<file path="src/rtl/gpks_pkg.sv">
/*
 * Shared constants and types for the GPIO ports and keypad scanner.
 * Assumes a byte-wide register port and a 250 MHz core clock.
 */
package gpks_pkg;

  // ****************************************************************
  // Register map
  // ****************************************************************
  localparam logic [7:0] OFS_PORT_A = 8'h00;
  localparam logic [7:0] OFS_PORT_B = 8'h04;
  localparam logic [7:0] OFS_PORT_C = 8'h08;
  localparam logic [7:0] OFS_PORT_D = 8'h0C;
  localparam logic [1:0] SUB_DATA = 2'h0;
  localparam logic [1:0] SUB_SEL = 2'h1;
  localparam logic [1:0] SUB_DIR = 2'h2;
  localparam logic [7:0] OFS_KP_DIR = 8'h10;
  localparam logic [7:0] OFS_KP_STROBE = 8'h11;
  localparam logic [7:0] OFS_KP_RETURN = 8'h12;
  localparam logic [7:0] OFS_SCAN_CTRL = 8'h13;
  localparam logic [7:0] OFS_SCAN_STAT = 8'h14;

  // ****************************************************************
  // Fields and reset values
  // ****************************************************************
  localparam int SCAN_EN_BIT = 0;
  localparam int TICK_INT_BIT = 1;
  localparam int KEY_FLAG_BIT = 0;
  localparam int STRB_IDX_LSB = 4;
  localparam logic [7:0] DATA_RST = 8'h00;
  localparam logic [7:0] SEL_RST = 8'h00;
  localparam logic [7:0] DIR_RST = 8'hFF;
  localparam logic [7:0] KP_DIR_RST = 8'hFF;
  localparam logic [7:0] KP_STROBE_RST = 8'hFF;
  localparam logic [1:0] SCAN_CTRL_RST = 2'h0;
  localparam logic [7:0] ALT_OUT_C = 8'h3F;
  localparam logic [7:0] ALT_IN_C = 8'h40;
  localparam logic [7:0] ALT_IN_A = 8'h01;
  localparam logic [7:0] ALT_OUT_D = 8'h07;
  localparam logic [7:0] MASK_NONE = 8'h00;

  // ****************************************************************
  // Timing
  // ****************************************************************
  localparam int CLK_MHZ = 250;
  localparam int FRAME_TIME_US = 4600;
  localparam int FRAME_CYCLES = FRAME_TIME_US * CLK_MHZ;

  typedef struct packed {
    logic [7:0] data;
    logic [7:0] sel;
    logic [7:0] dir;
  } gpks_port_cfg_type;

  typedef struct packed {
    logic [2:0] chip_select;
    logic trace_tx;
    logic annunciator_pwm;
    logic card_reset_out;
    logic card_read_write;
    logic card_power_on;
    logic card_voltage_select;
  } gpks_alt_type;

endpackage

</file>
<file path="src/rtl/gpks_port.sv">
/*
 * One GPIO port slice: pin synchroniser, function select and direction.
 * Assumes the configuration comes from registers on the same clock.
 */
`timescale 1ns/1ps
module gpks_port #(
  parameter int W = 8,
  parameter logic [7:0] ALT_OUT_MASK = 8'h00,
  parameter logic [7:0] ALT_IN_MASK = 8'h00
) (
  // Clock and reset
  input wire logic core_clk_i,
  input wire logic rst_n_i,
  // Configuration
  input wire gpks_pkg::gpks_port_cfg_type cfg_i,
  input wire logic [W-1:0] alt_out_i,
  // Pins
  input wire logic [W-1:0] pin_i,
  output logic [W-1:0] pin_out_o,
  output logic [W-1:0] pin_oe_o,
  output logic [W-1:0] pin_level_o
);

  logic [W-1:0] sync1_reg;
  logic [W-1:0] out_next;
  logic [W-1:0] oe_next;

  always_ff @(posedge core_clk_i) begin
    if (!rst_n_i) begin
      sync1_reg <= '0;
      pin_level_o <= '0;
    end else begin
      sync1_reg <= pin_i;
      pin_level_o <= sync1_reg;
    end
  end

  always_comb begin
    for (int i = 0; i < W; i++) begin
      if (cfg_i.sel[i] && ALT_OUT_MASK[i]) begin
        out_next[i] = alt_out_i[i];
        oe_next[i] = 1'b1;
      end else if (cfg_i.sel[i] && ALT_IN_MASK[i]) begin
        out_next[i] = 1'b0;
        oe_next[i] = 1'b0;
      end else begin
        out_next[i] = cfg_i.data[i];
        oe_next[i] = ~cfg_i.dir[i];
      end
    end
  end

  always_ff @(posedge core_clk_i) begin
    if (!rst_n_i) begin
      pin_out_o <= '0;
      pin_oe_o <= '0;
    end else begin
      pin_out_o <= out_next;
      pin_oe_o <= oe_next;
    end
  end

endmodule

</file>
<file path="src/rtl/gpks_top.sv">
/*
 * GPIO ports A to D plus keypad strobe scanner with register port.
 * Assumes a frame tick on the core clock or the internal divider.
 */
`timescale 1ns/1ps
// Summary of operation
// - 27 pins: ports A, B, C of eight, D of three.
// - each port has data, function select and direction registers.
// - every port B input pin has its own interrupt request.
// - port B requests are combinational, valid without clock.
// - register bit n belongs to pin n of its port.
// - data write sets driven levels; read returns pin levels.
// - select 1 routes alternate function, 0 keeps general purpose.
// - alternate functions: A0 return 4, C0-C6 card/pwm/trace, D chip selects.
// - direction 0 is output, 1 is input.
// - eight strobes, four returns, A0 adds a fifth return.
// - unused strobes serve as general purpose pins.
// - each frame one strobe low, all others high.
// - low return during scan raises key interrupt.
// - active strobe steps through all eight, one per frame.
// - strobe direction bit n for strobe n, 0 output.
// - strobe direction register resets to FF.
// - strobe level register drives output strobes bit by bit while scanning is off.
// - return register reads current return levels, bit n line n.
module gpks_top #(
  parameter int FRAME_CYCLES = gpks_pkg::FRAME_CYCLES
) (
  // Clock and reset
  input wire logic core_clk_i,
  input wire logic rst_n_i,
  // Register port
  input wire logic [7:0] reg_addr_i,
  input wire logic [7:0] reg_wdata_i,
  input wire logic reg_wr_i,
  input wire logic reg_rd_i,
  output logic [7:0] reg_rdata_o,
  // GPIO pins
  input wire logic [7:0] port_a_in_i,
  output logic [7:0] port_a_out_o,
  output logic [7:0] port_a_oe_o,
  input wire logic [7:0] port_b_in_i,
  output logic [7:0] port_b_out_o,
  output logic [7:0] port_b_oe_o,
  input wire logic [7:0] port_c_in_i,
  output logic [7:0] port_c_out_o,
  output logic [7:0] port_c_oe_o,
  input wire logic [2:0] port_d_in_i,
  output logic [2:0] port_d_out_o,
  output logic [2:0] port_d_oe_o,
  output logic [7:0] port_b_irq_o,
  // Alternate functions
  input wire gpks_pkg::gpks_alt_type alt_func_i,
  output logic trace_rx_o,
  // Keypad
  input wire logic [7:0] strobe_in_i,
  output logic [7:0] strobe_out_o,
  output logic [7:0] strobe_oe_o,
  input wire logic [3:0] keypad_return_i,
  output logic key_irq_o,
  // Frame timing
  input wire logic frame_tick_i
);

  // ****************************************************************
  // Registers
  // ****************************************************************
  gpks_pkg::gpks_port_cfg_type cfg_reg [4];
  logic [7:0] kp_dir_reg;
  logic [7:0] kp_strobe_reg;
  logic [1:0] scan_ctrl_reg;
  logic key_flag_reg;
  logic [2:0] strb_idx_reg;
  logic [31:0] div_cnt_reg;
  logic [7:0] lvl [4];
  logic [7:0] strb_sync1_reg;
  logic [7:0] strb_lvl_reg;
  logic [3:0] ret_sync1_reg;
  logic [3:0] ret_lvl_reg;
  logic [4:0] returns;
  logic frame_step;
  logic key_hit;
  logic is_port;
  logic [1:0] port_sel;
  logic [7:0] rdata_next;

  // address low bits pick register, bit n is pin n
  assign is_port = (reg_addr_i[7:4] == 4'h0) && (reg_addr_i[1:0] != 2'h3);
  assign port_sel = reg_addr_i[3:2];

  always_ff @(posedge core_clk_i) begin
    if (!rst_n_i) begin
      for (int p = 0; p < 4; p++) begin
        cfg_reg[p] <= '{gpks_pkg::DATA_RST, gpks_pkg::SEL_RST, gpks_pkg::DIR_RST};
      end
    end else if (reg_wr_i && is_port) begin
      if (reg_addr_i[1:0] == gpks_pkg::SUB_DATA) begin
        cfg_reg[port_sel].data <= reg_wdata_i;
      end else if (reg_addr_i[1:0] == gpks_pkg::SUB_SEL) begin
        cfg_reg[port_sel].sel <= reg_wdata_i;
      end else begin
        cfg_reg[port_sel].dir <= reg_wdata_i;
      end
    end
  end

  always_ff @(posedge core_clk_i) begin
    if (!rst_n_i) begin
      kp_dir_reg <= gpks_pkg::KP_DIR_RST;
      kp_strobe_reg <= gpks_pkg::KP_STROBE_RST;
      scan_ctrl_reg <= gpks_pkg::SCAN_CTRL_RST;
    end else if (reg_wr_i) begin
      if (reg_addr_i == gpks_pkg::OFS_KP_DIR) begin
        kp_dir_reg <= reg_wdata_i;
      end else if (reg_addr_i == gpks_pkg::OFS_KP_STROBE) begin
        kp_strobe_reg <= reg_wdata_i;
      end else if (reg_addr_i == gpks_pkg::OFS_SCAN_CTRL) begin
        scan_ctrl_reg <= reg_wdata_i[1:0];
      end
    end
  end

  // ****************************************************************
  // Port slices
  // ****************************************************************
  // four ports, 27 pins
  gpks_port #(.W(8), .ALT_OUT_MASK(gpks_pkg::MASK_NONE), .ALT_IN_MASK(gpks_pkg::ALT_IN_A))
    u_port_a (
    .core_clk_i(core_clk_i),
    .rst_n_i(rst_n_i),
    .cfg_i(cfg_reg[0]),
    .alt_out_i(8'h00),
    .pin_i(port_a_in_i),
    .pin_out_o(port_a_out_o),
    .pin_oe_o(port_a_oe_o),
    .pin_level_o(lvl[0])
  );

  gpks_port #(.W(8), .ALT_OUT_MASK(gpks_pkg::MASK_NONE), .ALT_IN_MASK(gpks_pkg::MASK_NONE))
    u_port_b (
    .core_clk_i(core_clk_i),
    .rst_n_i(rst_n_i),
    .cfg_i(cfg_reg[1]),
    .alt_out_i(8'h00),
    .pin_i(port_b_in_i),
    .pin_out_o(port_b_out_o),
    .pin_oe_o(port_b_oe_o),
    .pin_level_o(lvl[1])
  );

  // card, annunciator and trace functions on port C
  gpks_port #(.W(8), .ALT_OUT_MASK(gpks_pkg::ALT_OUT_C), .ALT_IN_MASK(gpks_pkg::ALT_IN_C))
    u_port_c (
    .core_clk_i(core_clk_i),
    .rst_n_i(rst_n_i),
    .cfg_i(cfg_reg[2]),
    .alt_out_i({2'h0, alt_func_i[5:0]}),
    .pin_i(port_c_in_i),
    .pin_out_o(port_c_out_o),
    .pin_oe_o(port_c_oe_o),
    .pin_level_o(lvl[2])
  );

  gpks_port #(.W(3), .ALT_OUT_MASK(gpks_pkg::ALT_OUT_D), .ALT_IN_MASK(gpks_pkg::MASK_NONE))
    u_port_d (
    .core_clk_i(core_clk_i),
    .rst_n_i(rst_n_i),
    .cfg_i(cfg_reg[3]),
    .alt_out_i(alt_func_i.chip_select),
    .pin_i(port_d_in_i),
    .pin_out_o(port_d_out_o),
    .pin_oe_o(port_d_oe_o),
    .pin_level_o(lvl[3][2:0])
  );
  assign lvl[3][7:3] = 5'h00;

  // one request per port B input pin
  // no flop in this path, so it works with the clock stopped
  assign port_b_irq_o = port_b_in_i & cfg_reg[1].dir;

  always_ff @(posedge core_clk_i) begin
    if (!rst_n_i) begin
      trace_rx_o <= 1'b1;
    end else begin
      trace_rx_o <= cfg_reg[2].sel[6] ? lvl[2][6] : 1'b1;
    end
  end

  // ****************************************************************
  // Keypad scan
  // ****************************************************************
  always_ff @(posedge core_clk_i) begin
    if (!rst_n_i) begin
      strb_sync1_reg <= 8'hFF;
      strb_lvl_reg <= 8'hFF;
      ret_sync1_reg <= 4'hF;
      ret_lvl_reg <= 4'hF;
    end else begin
      strb_sync1_reg <= strobe_in_i;
      strb_lvl_reg <= strb_sync1_reg;
      ret_sync1_reg <= keypad_return_i;
      ret_lvl_reg <= ret_sync1_reg;
    end
  end

  // fifth return from port A pin 0 when selected
  // returns used raw, no debounce filter
  assign returns = {cfg_reg[0].sel[0] ? lvl[0][0] : 1'b1, ret_lvl_reg};

  // Internal frame divider, used only when the scan control tick bit selects it
  always_ff @(posedge core_clk_i) begin
    if (!rst_n_i || !scan_ctrl_reg[gpks_pkg::TICK_INT_BIT]) begin
      div_cnt_reg <= 32'h0;
    end else if (div_cnt_reg == 32'(FRAME_CYCLES - 1)) begin
      div_cnt_reg <= 32'h0;
    end else begin
      div_cnt_reg <= div_cnt_reg + 32'h1;
    end
  end

  assign frame_step = scan_ctrl_reg[gpks_pkg::SCAN_EN_BIT] &&
    (scan_ctrl_reg[gpks_pkg::TICK_INT_BIT] ? (div_cnt_reg == 32'(FRAME_CYCLES - 1))
      : frame_tick_i);

  // one strobe per frame across eight
  // advance on tick, wrap 7 to 0
  always_ff @(posedge core_clk_i) begin
    if (!rst_n_i) begin
      strb_idx_reg <= 3'h0;
    end else if (frame_step) begin
      strb_idx_reg <= strb_idx_reg + 3'h1;
    end
  end

  // scanning drives one strobe low, others high
  // direction bit n for strobe n
  // input strobes act as plain GPIO
  always_ff @(posedge core_clk_i) begin
    if (!rst_n_i) begin
      strobe_out_o <= 8'hFF;
      strobe_oe_o <= 8'h00;
    end else begin
      strobe_oe_o <= ~kp_dir_reg;
      if (scan_ctrl_reg[gpks_pkg::SCAN_EN_BIT]) begin
        strobe_out_o <= ~(8'h01 << strb_idx_reg);
      end else begin
        strobe_out_o <= kp_strobe_reg;
      end
    end
  end

  // low return while active strobe drives low
  assign key_hit = scan_ctrl_reg[gpks_pkg::SCAN_EN_BIT] && strobe_oe_o[strb_idx_reg] &&
    !strobe_out_o[strb_idx_reg] && (returns != 5'h1F);

  // Set wins over a write-one clear in the same cycle
  always_ff @(posedge core_clk_i) begin
    if (!rst_n_i) begin
      key_flag_reg <= 1'b0;
      key_irq_o <= 1'b0;
    end else begin
      if (key_hit) begin
        key_flag_reg <= 1'b1;
      end else if (reg_wr_i && reg_addr_i == gpks_pkg::OFS_SCAN_STAT &&
                   reg_wdata_i[gpks_pkg::KEY_FLAG_BIT]) begin
        key_flag_reg <= 1'b0;
      end
      key_irq_o <= key_flag_reg;
    end
  end

  // ****************************************************************
  // Read path
  // ****************************************************************
  // data read returns pin levels
  always_comb begin
    rdata_next = 8'h00;
    if (!reg_rd_i) begin
      rdata_next = 8'h00;
    end else if (is_port && reg_addr_i[1:0] == gpks_pkg::SUB_DATA) begin
      rdata_next = lvl[port_sel];
    end else if (is_port && reg_addr_i[1:0] == gpks_pkg::SUB_SEL) begin
      rdata_next = cfg_reg[port_sel].sel;
    end else if (is_port) begin
      rdata_next = cfg_reg[port_sel].dir;
    end else if (reg_addr_i == gpks_pkg::OFS_KP_DIR) begin
      rdata_next = kp_dir_reg;
    end else if (reg_addr_i == gpks_pkg::OFS_KP_STROBE) begin
      rdata_next = strb_lvl_reg;
    end else if (reg_addr_i == gpks_pkg::OFS_KP_RETURN) begin
      rdata_next = {3'h0, returns};
    end else if (reg_addr_i == gpks_pkg::OFS_SCAN_CTRL) begin
      rdata_next = {6'h00, scan_ctrl_reg};
    end else if (reg_addr_i == gpks_pkg::OFS_SCAN_STAT) begin
      rdata_next = {1'b0, strb_idx_reg, 3'h0, key_flag_reg};
    end
  end

  always_ff @(posedge core_clk_i) begin
    if (!rst_n_i) begin
      reg_rdata_o <= 8'h00;
    end else begin
      reg_rdata_o <= rdata_next;
    end
  end

  // ****************************************************************
  // Assertions
  // ****************************************************************
  property p_one_low;
    @(posedge core_clk_i) disable iff (!rst_n_i)
    scan_ctrl_reg[0] |=> ($countones(~strobe_out_o) == 1);
  endproperty
  a_one_low: assert property (p_one_low) else $error("scan strobe not one-low");

  property p_step;
    @(posedge core_clk_i) disable iff (!rst_n_i)
    frame_step |=> strb_idx_reg == 3'($past(strb_idx_reg) + 3'h1);
  endproperty
  a_step: assert property (p_step) else $error("strobe index did not step");

  property p_wrap;
    @(posedge core_clk_i) disable iff (!rst_n_i)
    frame_step && strb_idx_reg == 3'h7 |=> strb_idx_reg == 3'h0;
  endproperty
  a_wrap: assert property (p_wrap) else $error("strobe index did not wrap");

  property p_key;
    @(posedge core_clk_i) disable iff (!rst_n_i)
    key_hit |=> key_flag_reg ##1 key_irq_o;
  endproperty
  a_key: assert property (p_key) else $error("key press not flagged");

  property p_dir_rst;
    @(posedge core_clk_i) !rst_n_i |=> kp_dir_reg == 8'hFF && strobe_oe_o == 8'h00;
  endproperty
  a_dir_rst: assert property (p_dir_rst) else $error("strobe direction reset wrong");

  property p_birq;
    @(posedge core_clk_i) disable iff (!rst_n_i)
    $stable(cfg_reg[1].dir) |-> port_b_irq_o == (port_b_in_i & ~port_b_oe_o);
  endproperty
  a_birq: assert property (p_birq) else $error("port B request mismatch");

  property p_gpio_out;
    @(posedge core_clk_i) disable iff (!rst_n_i)
    !cfg_reg[1].dir[2] |=> port_b_oe_o[2] && port_b_out_o[2] == $past(cfg_reg[1].data[2]);
  endproperty
  a_gpio_out: assert property (p_gpio_out) else $error("output pin not driven");

  property p_strobe_gpio;
    @(posedge core_clk_i) disable iff (!rst_n_i)
    !scan_ctrl_reg[0] |=> strobe_out_o == $past(kp_strobe_reg);
  endproperty
  a_strobe_gpio: assert property (p_strobe_gpio) else $error("strobe level wrong");

  property p_rd_idle;
    @(posedge core_clk_i) disable iff (!rst_n_i)
    !reg_rd_i |=> reg_rdata_o == 8'h00;
  endproperty
  a_rd_idle: assert property (p_rd_idle) else $error("read data outside slot");

  c_wrap: cover property (@(posedge core_clk_i) frame_step && strb_idx_reg == 3'h7);
  c_key: cover property (@(posedge core_clk_i) key_hit && !returns[4]);
  c_clear: cover property (@(posedge core_clk_i) key_flag_reg ##1 !key_flag_reg);

endmodule

</file>
<file path="config.mk">
export PLATFORM = sky130hd
export DESIGN_NAME = gpks_top
export DESIGN_NICKNAME = d
export VERILOG_FILES = /design/src/rtl/gpks_pkg.sv /design/src/rtl/gpks_port.sv /design/src/rtl/gpks_top.sv
export SDC_FILE = /design/constraint.sdc
export NUM_CORES = 1
export LEC_CHECK = 0
export BUFFER_PORTS_ARGS = -buffer_cell sky130_fd_sc_hd__buf_2
export CELL_PAD_IN_SITES_DETAIL_PLACEMENT = 2
export CELL_PAD_IN_SITES_GLOBAL_PLACEMENT = 2
export CORE_MARGIN = 1
export CORE_UTILIZATION = 40
export CTS_BUF_LIST = sky130_fd_sc_hd__clkbuf_4
export DETAILED_ROUTE_END_ITERATION = 12
export PLACE_DENSITY_LB_ADDON = 0.2
export SYNTH_ARGS = -nofsm -noshare
export SYNTH_HDL_FRONTEND = slang
export SYNTH_SLANG_ARGS = --single-unit
export TNS_END_PERCENT = 50
</file>
<file path="constraint.sdc">
create_clock -name core_clk_i -period 5.59 [get_ports core_clk_i]
set_clock_uncertainty 0.1 [all_clocks]
set_input_delay 1.118 -clock core_clk_i [delete_from_list [all_inputs] [get_ports core_clk_i]]
set_output_delay 1.118 -clock core_clk_i [all_outputs]
set_load 0.1 [all_outputs]
</file>
==> flow_summary.ini, run 1 <==
[sta]
final_max_slew_viol_count = 0
grt_setup_unrepaired = false
timing.final.hold_violations = 0
worstMarginPinSlew_ns = 1.309
min_period_ns = 3.451
final.period_utilization = 0.6174
timing.fmax_mhz = 289.7
worst_slew_margin_rel = 0.1184
setup-violations-final = 0
final.setup.tns_ns = 0

[clock_network]
cts-root-buf = clkbuf_4
numClockSinks = 303
maximum_clock_path_buffer_count = 3
post_cts_buffers = 0
cts_max_level = 3
clock_latency_ns = 0.71
cts-resized-gates = 0
cts_made_buffers = 81
cts_tree = built
hold_buffers = 0
clk_pin_slew_worst_paths_ns = 0.06

[power]
power.switching_mw = 1.311
ratio_of_total_power_to_cell_area_nw_per_um2 = 352.1
leakagePower_nw = 5.537
power.share.clock = 0.416
intPower_mw = 3.529
power.switching_fraction = 0.2709
seq_power_share = 0.494
irDropWorstVdd_v = 0.0001558
comb_power_share = 0.090

[drt]
wirelength_um = 35360
routed_wire_length_per_instance_um = 21.59
route.vias.total = 8285
drt_pre_antenna_iters = 5
antenna_left = 0
detailed_route_iter0_violations = 451
vias_per_cell = 5.058
post-route-drc-count = 0

[worst_setup_path]
r2r_start = div_cnt_reg[0]
slowest_stage = o21ai_0
timing.setup.critical_path_class = in -> reg
worstPathRequired_ns = 5.76
cp-start-kind = input pin
critPathArrivalTime_ns = 3.62
slowest_delay_ns = 1.10
r2r_slack_ns = 3.19
end_kind = flop
worstPathMaxFanout = 8
timing.critical_path.from = reg_addr_i[5]
cp_cell_sequence = buf_2 > or4_4 > nor4b_4 > nand2_1 > o21ai_0

[min_path]
hp-start = strb_sync1_reg[2]
worst_hold_path_type = reg -> reg

[logic_synthesis]
post_synth_inst_count = 1002
dominantRegCellSynth = dfxtp_1
synth_area_leader_cell = dfxtp_1
postSynthAreaPerCell_um2 = 11.60
synth_edf_count = 91
synth.yosys.warnings = 0
synth_area_um2 = 11620
synth_async_sr_flop_share = 0
synth-seq-cells = 303
synth_top_area_share = 0.3651
synth.distinct_cells = 69
post_synth_net_total = 1078
netlist_top_cells_area = dfxtp_1, edfxtp_1, and2_1
synth_sequential_area_ratio = 0.6002

[grt]
pin_count_of_the_biggest_net_entering_global_routing = 105
gr-usage-all-layers = 0.2435
grt_pass1_vias = 8906
grt_antenna_before_repair = 3
grt_pass1_wl_um = 52910
grt_overflow = 0

[finish]
post_route_cells_drive_above_1_share = 0.2888
most_common_cell_after_layout_fill_and_taps_aside = dfxtp_1
final_core_utilization = 0.4802
area.growth.synth_to_final_pct = 18.25
filler_cell_count = 2970
largest_register_ff_count = 91
nNetsFinal = 1265
layout_common_cells = dfxtp_1, buf_2, and2_1

[die]
ios = 157
rows = 62
chipHeight_um = 172.5
effective_utilization_at_floorplan = 0.4061
die_w_um = 172.5
core_um2 = 28630
die_area_um2 = 29740

[job]
max_cap_violations = 0

[place]
port-buffer-count = 156
half_perimeter_wire_length_after_detailed_placement_um = 23290
place.gp.congestion = 0.8398

[outcome]
result_of_the_run = finished clean
[worst max-delay path: cells and delay by family]
family,cells,cell delay [ns]
and+or+nand+nor,3,1.27
AOI/OAI and AO/OA,1,1.10
buffers and inverters,1,0.12
[cell families (layout without fill, tap and decap cells)]
kind of cell               Yosys count  after routing  synth area share
and+or+nand+nor                    459            459            0.2312
adders and majority gates            7              7          0.007535
AOI/OAI and AO/OA                   70             70           0.04273
other                                0              4                 0
muxes                               53             53           0.06738
buffers and inverters               81            329           0.02906
DFF                                303            303            0.6002
xor gates and xnor gates            29             29           0.02185
[per-layer routing]
metal | track usage | routed length, um | up-vias
li1 | - | - | 3827
met5 | 0 | 0 | -
met3 | 0.05745 | 2005 | 58
met2 | 0.4173 | 17610 | 262
met4 | 0.08850 | 871 | 0
met1 | 0.2971 | 14880 | 4138
[worst paths after layout]
path / cells after the start / endpoint
hold reg to reg: 1 / strb_lvl_reg[2]
setup reg to reg: 6 / div_cnt_reg[30]
setup / recovery: 5 / cfg_reg[2][23]
hold / removal: 1 / strb_lvl_reg[2]
[Yosys cell counts, drive strengths merged (2+ instances only)]
library cell,count
nor2b,41
nor3b,3
o22ai,4
clkbuf,42
o211ai,2
and3b,2
o21ai,19
or4,2
nor4,5
nand4,13
xnor2,9
and2,136
edfxtp,91
o2111ai,2
buf,17
a32oi,2
a211oi,2
nor2,54
nand2,70
ha,7
inv,22
dfxtp,212
mux2,2
mux2i,31
and4,4
nand3,35
and3,7
a21oi,6
a221oi,2
a21boi,9
a2111oi,3
o32ai,5
nand2b,34
nand3b,3
nor4b,7
xor2,20
or2,26
nor3,10
or2b,3
mux4,20
a31oi,4
[power by group through the flow]
stage / Sequential [mW] / Clock (mW) / Combinational (mW)
2_1_floorplan: 2.58 / 0 / 0.156
3_3_place_gp: 2.43 / 0 / 0.426
3_5_place_dp: 2.44 / 0 / 0.432
4_1_cts: 2.39 / 2.07 / 0.439
5_1_grt: 2.39 / 2.19 / 0.457
6_report: 2.39 / 2.01 / 0.437
[final cells by class]
cell class / instances / area [um^2] / area share
antenna: 4 / 10.01 / 0.0007283
clock buffer: 128 / 960.9 / 0.06991
clock inverter: 16 / 88.84 / 0.006463
inverter: 22 / 82.58 / 0.006008
multi-input combinational: 618 / 4309 / 0.3135
sequential: 303 / 6977 / 0.5076
tap: 384 / 480.5 / 0.03496
timing repair buffer: 163 / 835.8 / 0.06081
[through the flow]
stage	hold slack [ns]	setup slack, ns	area (um^2)	cells	total power, mW
floorplan	0.2863	2.164	11620	1002	2.737
global route	0.3171	2.054	13740	1637	5.037
detailed placement	0.2946	1.515	12680	1490	2.869
finish	0.2849	2.139	13740	1638	4.840
global placement	0.2935	1.639	12680	1490	2.859
CTS	0.2901	2.165	13730	1634	4.904
Power figures use the tool's default switching activity.
==> inputs of run 2 (changes only) <==
ABC_AREA = 1   (was default)
CORE_UTILIZATION = 32   (was 40)
clock period = 3 ns   (was 5.59 ns; I/O delays follow)
==> run 2 against run 1 <==
Against the previous run:
- critical path depth stayed put
- clock-buffer cell count is 4 lower
- die area is 25% higher
- synthesized cell count is 35% higher
- combinational power is 110% higher
- highest routed layer unchanged
- largest cell class unchanged
- global-route usage is 2.1 points lower
- setup slack worse by 1.7 ns
- flip-flop and latch count stayed put
- the flow now finishes with violations (DRC)
- sequential share of layout area is 3.3 points lower
==> flow_summary.ini, run 2 <==
[logic_synthesis]
synth_area_leader_cell = dfxtp_1
synth_async_sr_flop_share = 0
synth_area_um2 = 11700
post_synth_most_frequent_cells = nand2_1, dfxtp_1, nor2_1, inv_1, edfxtp_1
synth_top_area_share = 0.3628
synth_most_common_cell = nand2_1
synth_edf_count = 91
post_synth_net_total = 1424
postSynthAreaPerCell_um2 = 8.678
synth_sequential_area_ratio = 0.5964
synth-seq-cells = 303
synth.distinct_cells = 43
dominantRegCellSynth = dfxtp_1
post_synth_inst_count = 1348
netlist_top_cells_area = dfxtp_1, edfxtp_1, nand2_1
synth.yosys.warnings = 0

[drt]
vias_per_cell = 4.724
antenna_left = 0
post-route-drc-count = 9
drt_pre_antenna_iters = 9
routed_wire_length_per_instance_um = 18.81
detailed_route_iter0_violations = 498
route.vias.total = 10180
wirelength_um = 40520

[grt]
grt_pass1_wl_um = 61960
grt_overflow = 0
pin_count_of_the_biggest_net_entering_global_routing = 95
grt_antenna_before_repair = 1
gr-usage-all-layers = 0.2226
grt_pass1_vias = 10940

[die]
die_w_um = 193.2
core_um2 = 35740
ios = 157
die_area_um2 = 37320
chipHeight_um = 193.2
rows = 69
effective_utilization_at_floorplan = 0.3273

[power]
ratio_of_total_power_to_cell_area_nw_per_um2 = 628.0
leakagePower_nw = 6.626
irDropWorstVdd_v = 0.0002213
p_total_mw = 9.240

[finish]
area.growth.synth_to_final_pct = 25.79
final_core_utilization = 0.4117
most_common_cell_after_layout_fill_and_taps_aside = nand2_1
post_route_cells_drive_above_1_share = 0.2210
nNetsFinal = 1701
filler_cell_count = 4049
area_occupied_by_multi_input_gates_um2 = 3904
layout_common_cells = nand2_1, dfxtp_1, nor2_1
post-route-cell-area_um2 = 14710
largest_register_ff_count = 91
layout.area.seq_um2 = 6977

[sta]
worst_slew_margin_rel = 0.4857
final.period_utilization = 0.8649
final.setup.tns_ns = 0
timing.final.hold_violations = 0
final_max_slew_viol_count = 0
min_period_ns = 2.595
grt_setup_unrepaired = false
setup-violations-final = 0
timing.fmax_mhz = 385.4
worstMarginPinSlew_ns = 0.7706

[clock_network]
cts_made_buffers = 85
cts_max_level = 3
clock_latency_ns = 0.76
maximum_clock_path_buffer_count = 3
clk_pin_slew_worst_paths_ns = 0.06
cts-resized-gates = 0
cts-root-buf = clkbuf_4
cts_tree = built
numClockSinks = 303

[worst_setup_path]
worstPathRequired_ns = 2.30
timing.setup.critical_path_class = in -> out
worst_r2r_path_depth = 9
reg2reg_to = div_cnt_reg[11]
r2r_start = div_cnt_reg[0]
r2r_slack_ns = 0.99
worstPathMaxFanout = 2
timing.critical_path.from = port_b_in_i[4]
end_kind = output port
setup.worst_path.end = port_b_irq_o[4]
critPathArrivalTime_ns = 1.89
cp-start-kind = input pin

[min_path]
worst_hold_path_type = in -> reg

[place]
place.gp.congestion = 0.8725
placedInstanceArea_um2 = 13040
port-buffer-count = 156
half_perimeter_wire_length_after_detailed_placement_um = 29040

[job]
max_cap_violations = 0

[outcome]
failed_checks = DRC
result_of_the_run = finished, violations left
run 2: cell types whose count changed after synthesis, sizes merged, moves of 12 or more:
cell	previous run	this run
mux4	20	0
and2	136	1
nor2	54	189
mux2i	31	0
nand3	35	63
nor2b	41	0
a21oi	6	58
xor2	20	5
clkbuf	42	30
o21ai	19	46
nand2	70	354
nor3	10	23
inv	22	158
nand2b	34	1
run 2: how the worst min path moves through the flow:
stage | from | to | slack, ns | cells past startpoint
5_1_grt | rst_n_i | u_port_c.pin_out_o[7] | 0.09 | 3
2_1_floorplan | u_port_a.sync1_reg[0] | u_port_a.pin_level_o[0] | 0.29 | 2
3_3_place_gp | u_port_c.sync1_reg[0] | u_port_c.pin_level_o[0] | 0.30 | 2
6_report | rst_n_i | u_port_b.pin_out_o[2] | 0.14 | 3
3_5_place_dp | strb_sync1_reg[3] | strb_lvl_reg[3] | 0.30 | 1
4_1_cts | rst_n_i | u_port_b.pin_out_o[2] | 0.04 | 3
run 2: layer usage:
| metal | GRT usage | routed length (um) | vias up |
|---|---|---|---|
| met4 | 0.08113 | 848 | 0 |
| met3 | 0.04308 | 1917 | 71 |
| met5 | 0 | 0 | - |
| met2 | 0.3710 | 19620 | 255 |
| met1 | 0.2856 | 18130 | 4966 |
| li1 | - | - | 4883 |
run 2: worst max-delay path, stage by stage:
cell           delay, ns
dlygate4sd3_1       0.54
buf_2               0.16
nand2_1             0.09
inv_1               0.08
buf_2               0.42
run 2: cells by family after synthesis:
family	Yosys count	synth area share
AO/OA/AOI/OAI	131	0.06514
XOR/XNOR	7	0.005241
adder cells (fa/ha/maj)	7	0.007487
buffers and inverters	207	0.06985
flip-flops	303	0.5964
AND/OR/NAND/NOR	693	0.2559
run 2: layout make-up:
cell class                 count  area share
clock inverter                30     0.01207
clock buffer                 124     0.06327
sequential                   303      0.4741
inverter                     161     0.04141
tap                          461     0.03920
timing repair buffer         236      0.1044
multi-input combinational    838      0.2653
antenna                        1   0.0001701
run 2: timing repair:
action	4_1_cts	5_1_grt
hold endpoints to repair	57	0
setup buffers	0	0
hold buffers	56	0
run 2: stage by stage:
stage / hold WS, ns / worst slack, ns / cells
floorplan: 0.2905 / 0.7498 / 1348
global placement: 0.3002 / 0.3672 / 1943
detailed placement: 0.3016 / 0.2622 / 1943
CTS: 0.04369 / 0.3746 / 2153
global route: 0.09098 / 0.3500 / 2154
finish: 0.1388 / 0.4054 / 2154
run 2: where the power goes:
group	internal, mW	switching, mW	total, mW
Combinational	0.205	0.697	0.902
Sequential	4.37	0.0783	4.45
Clock	2.07	1.81	3.89
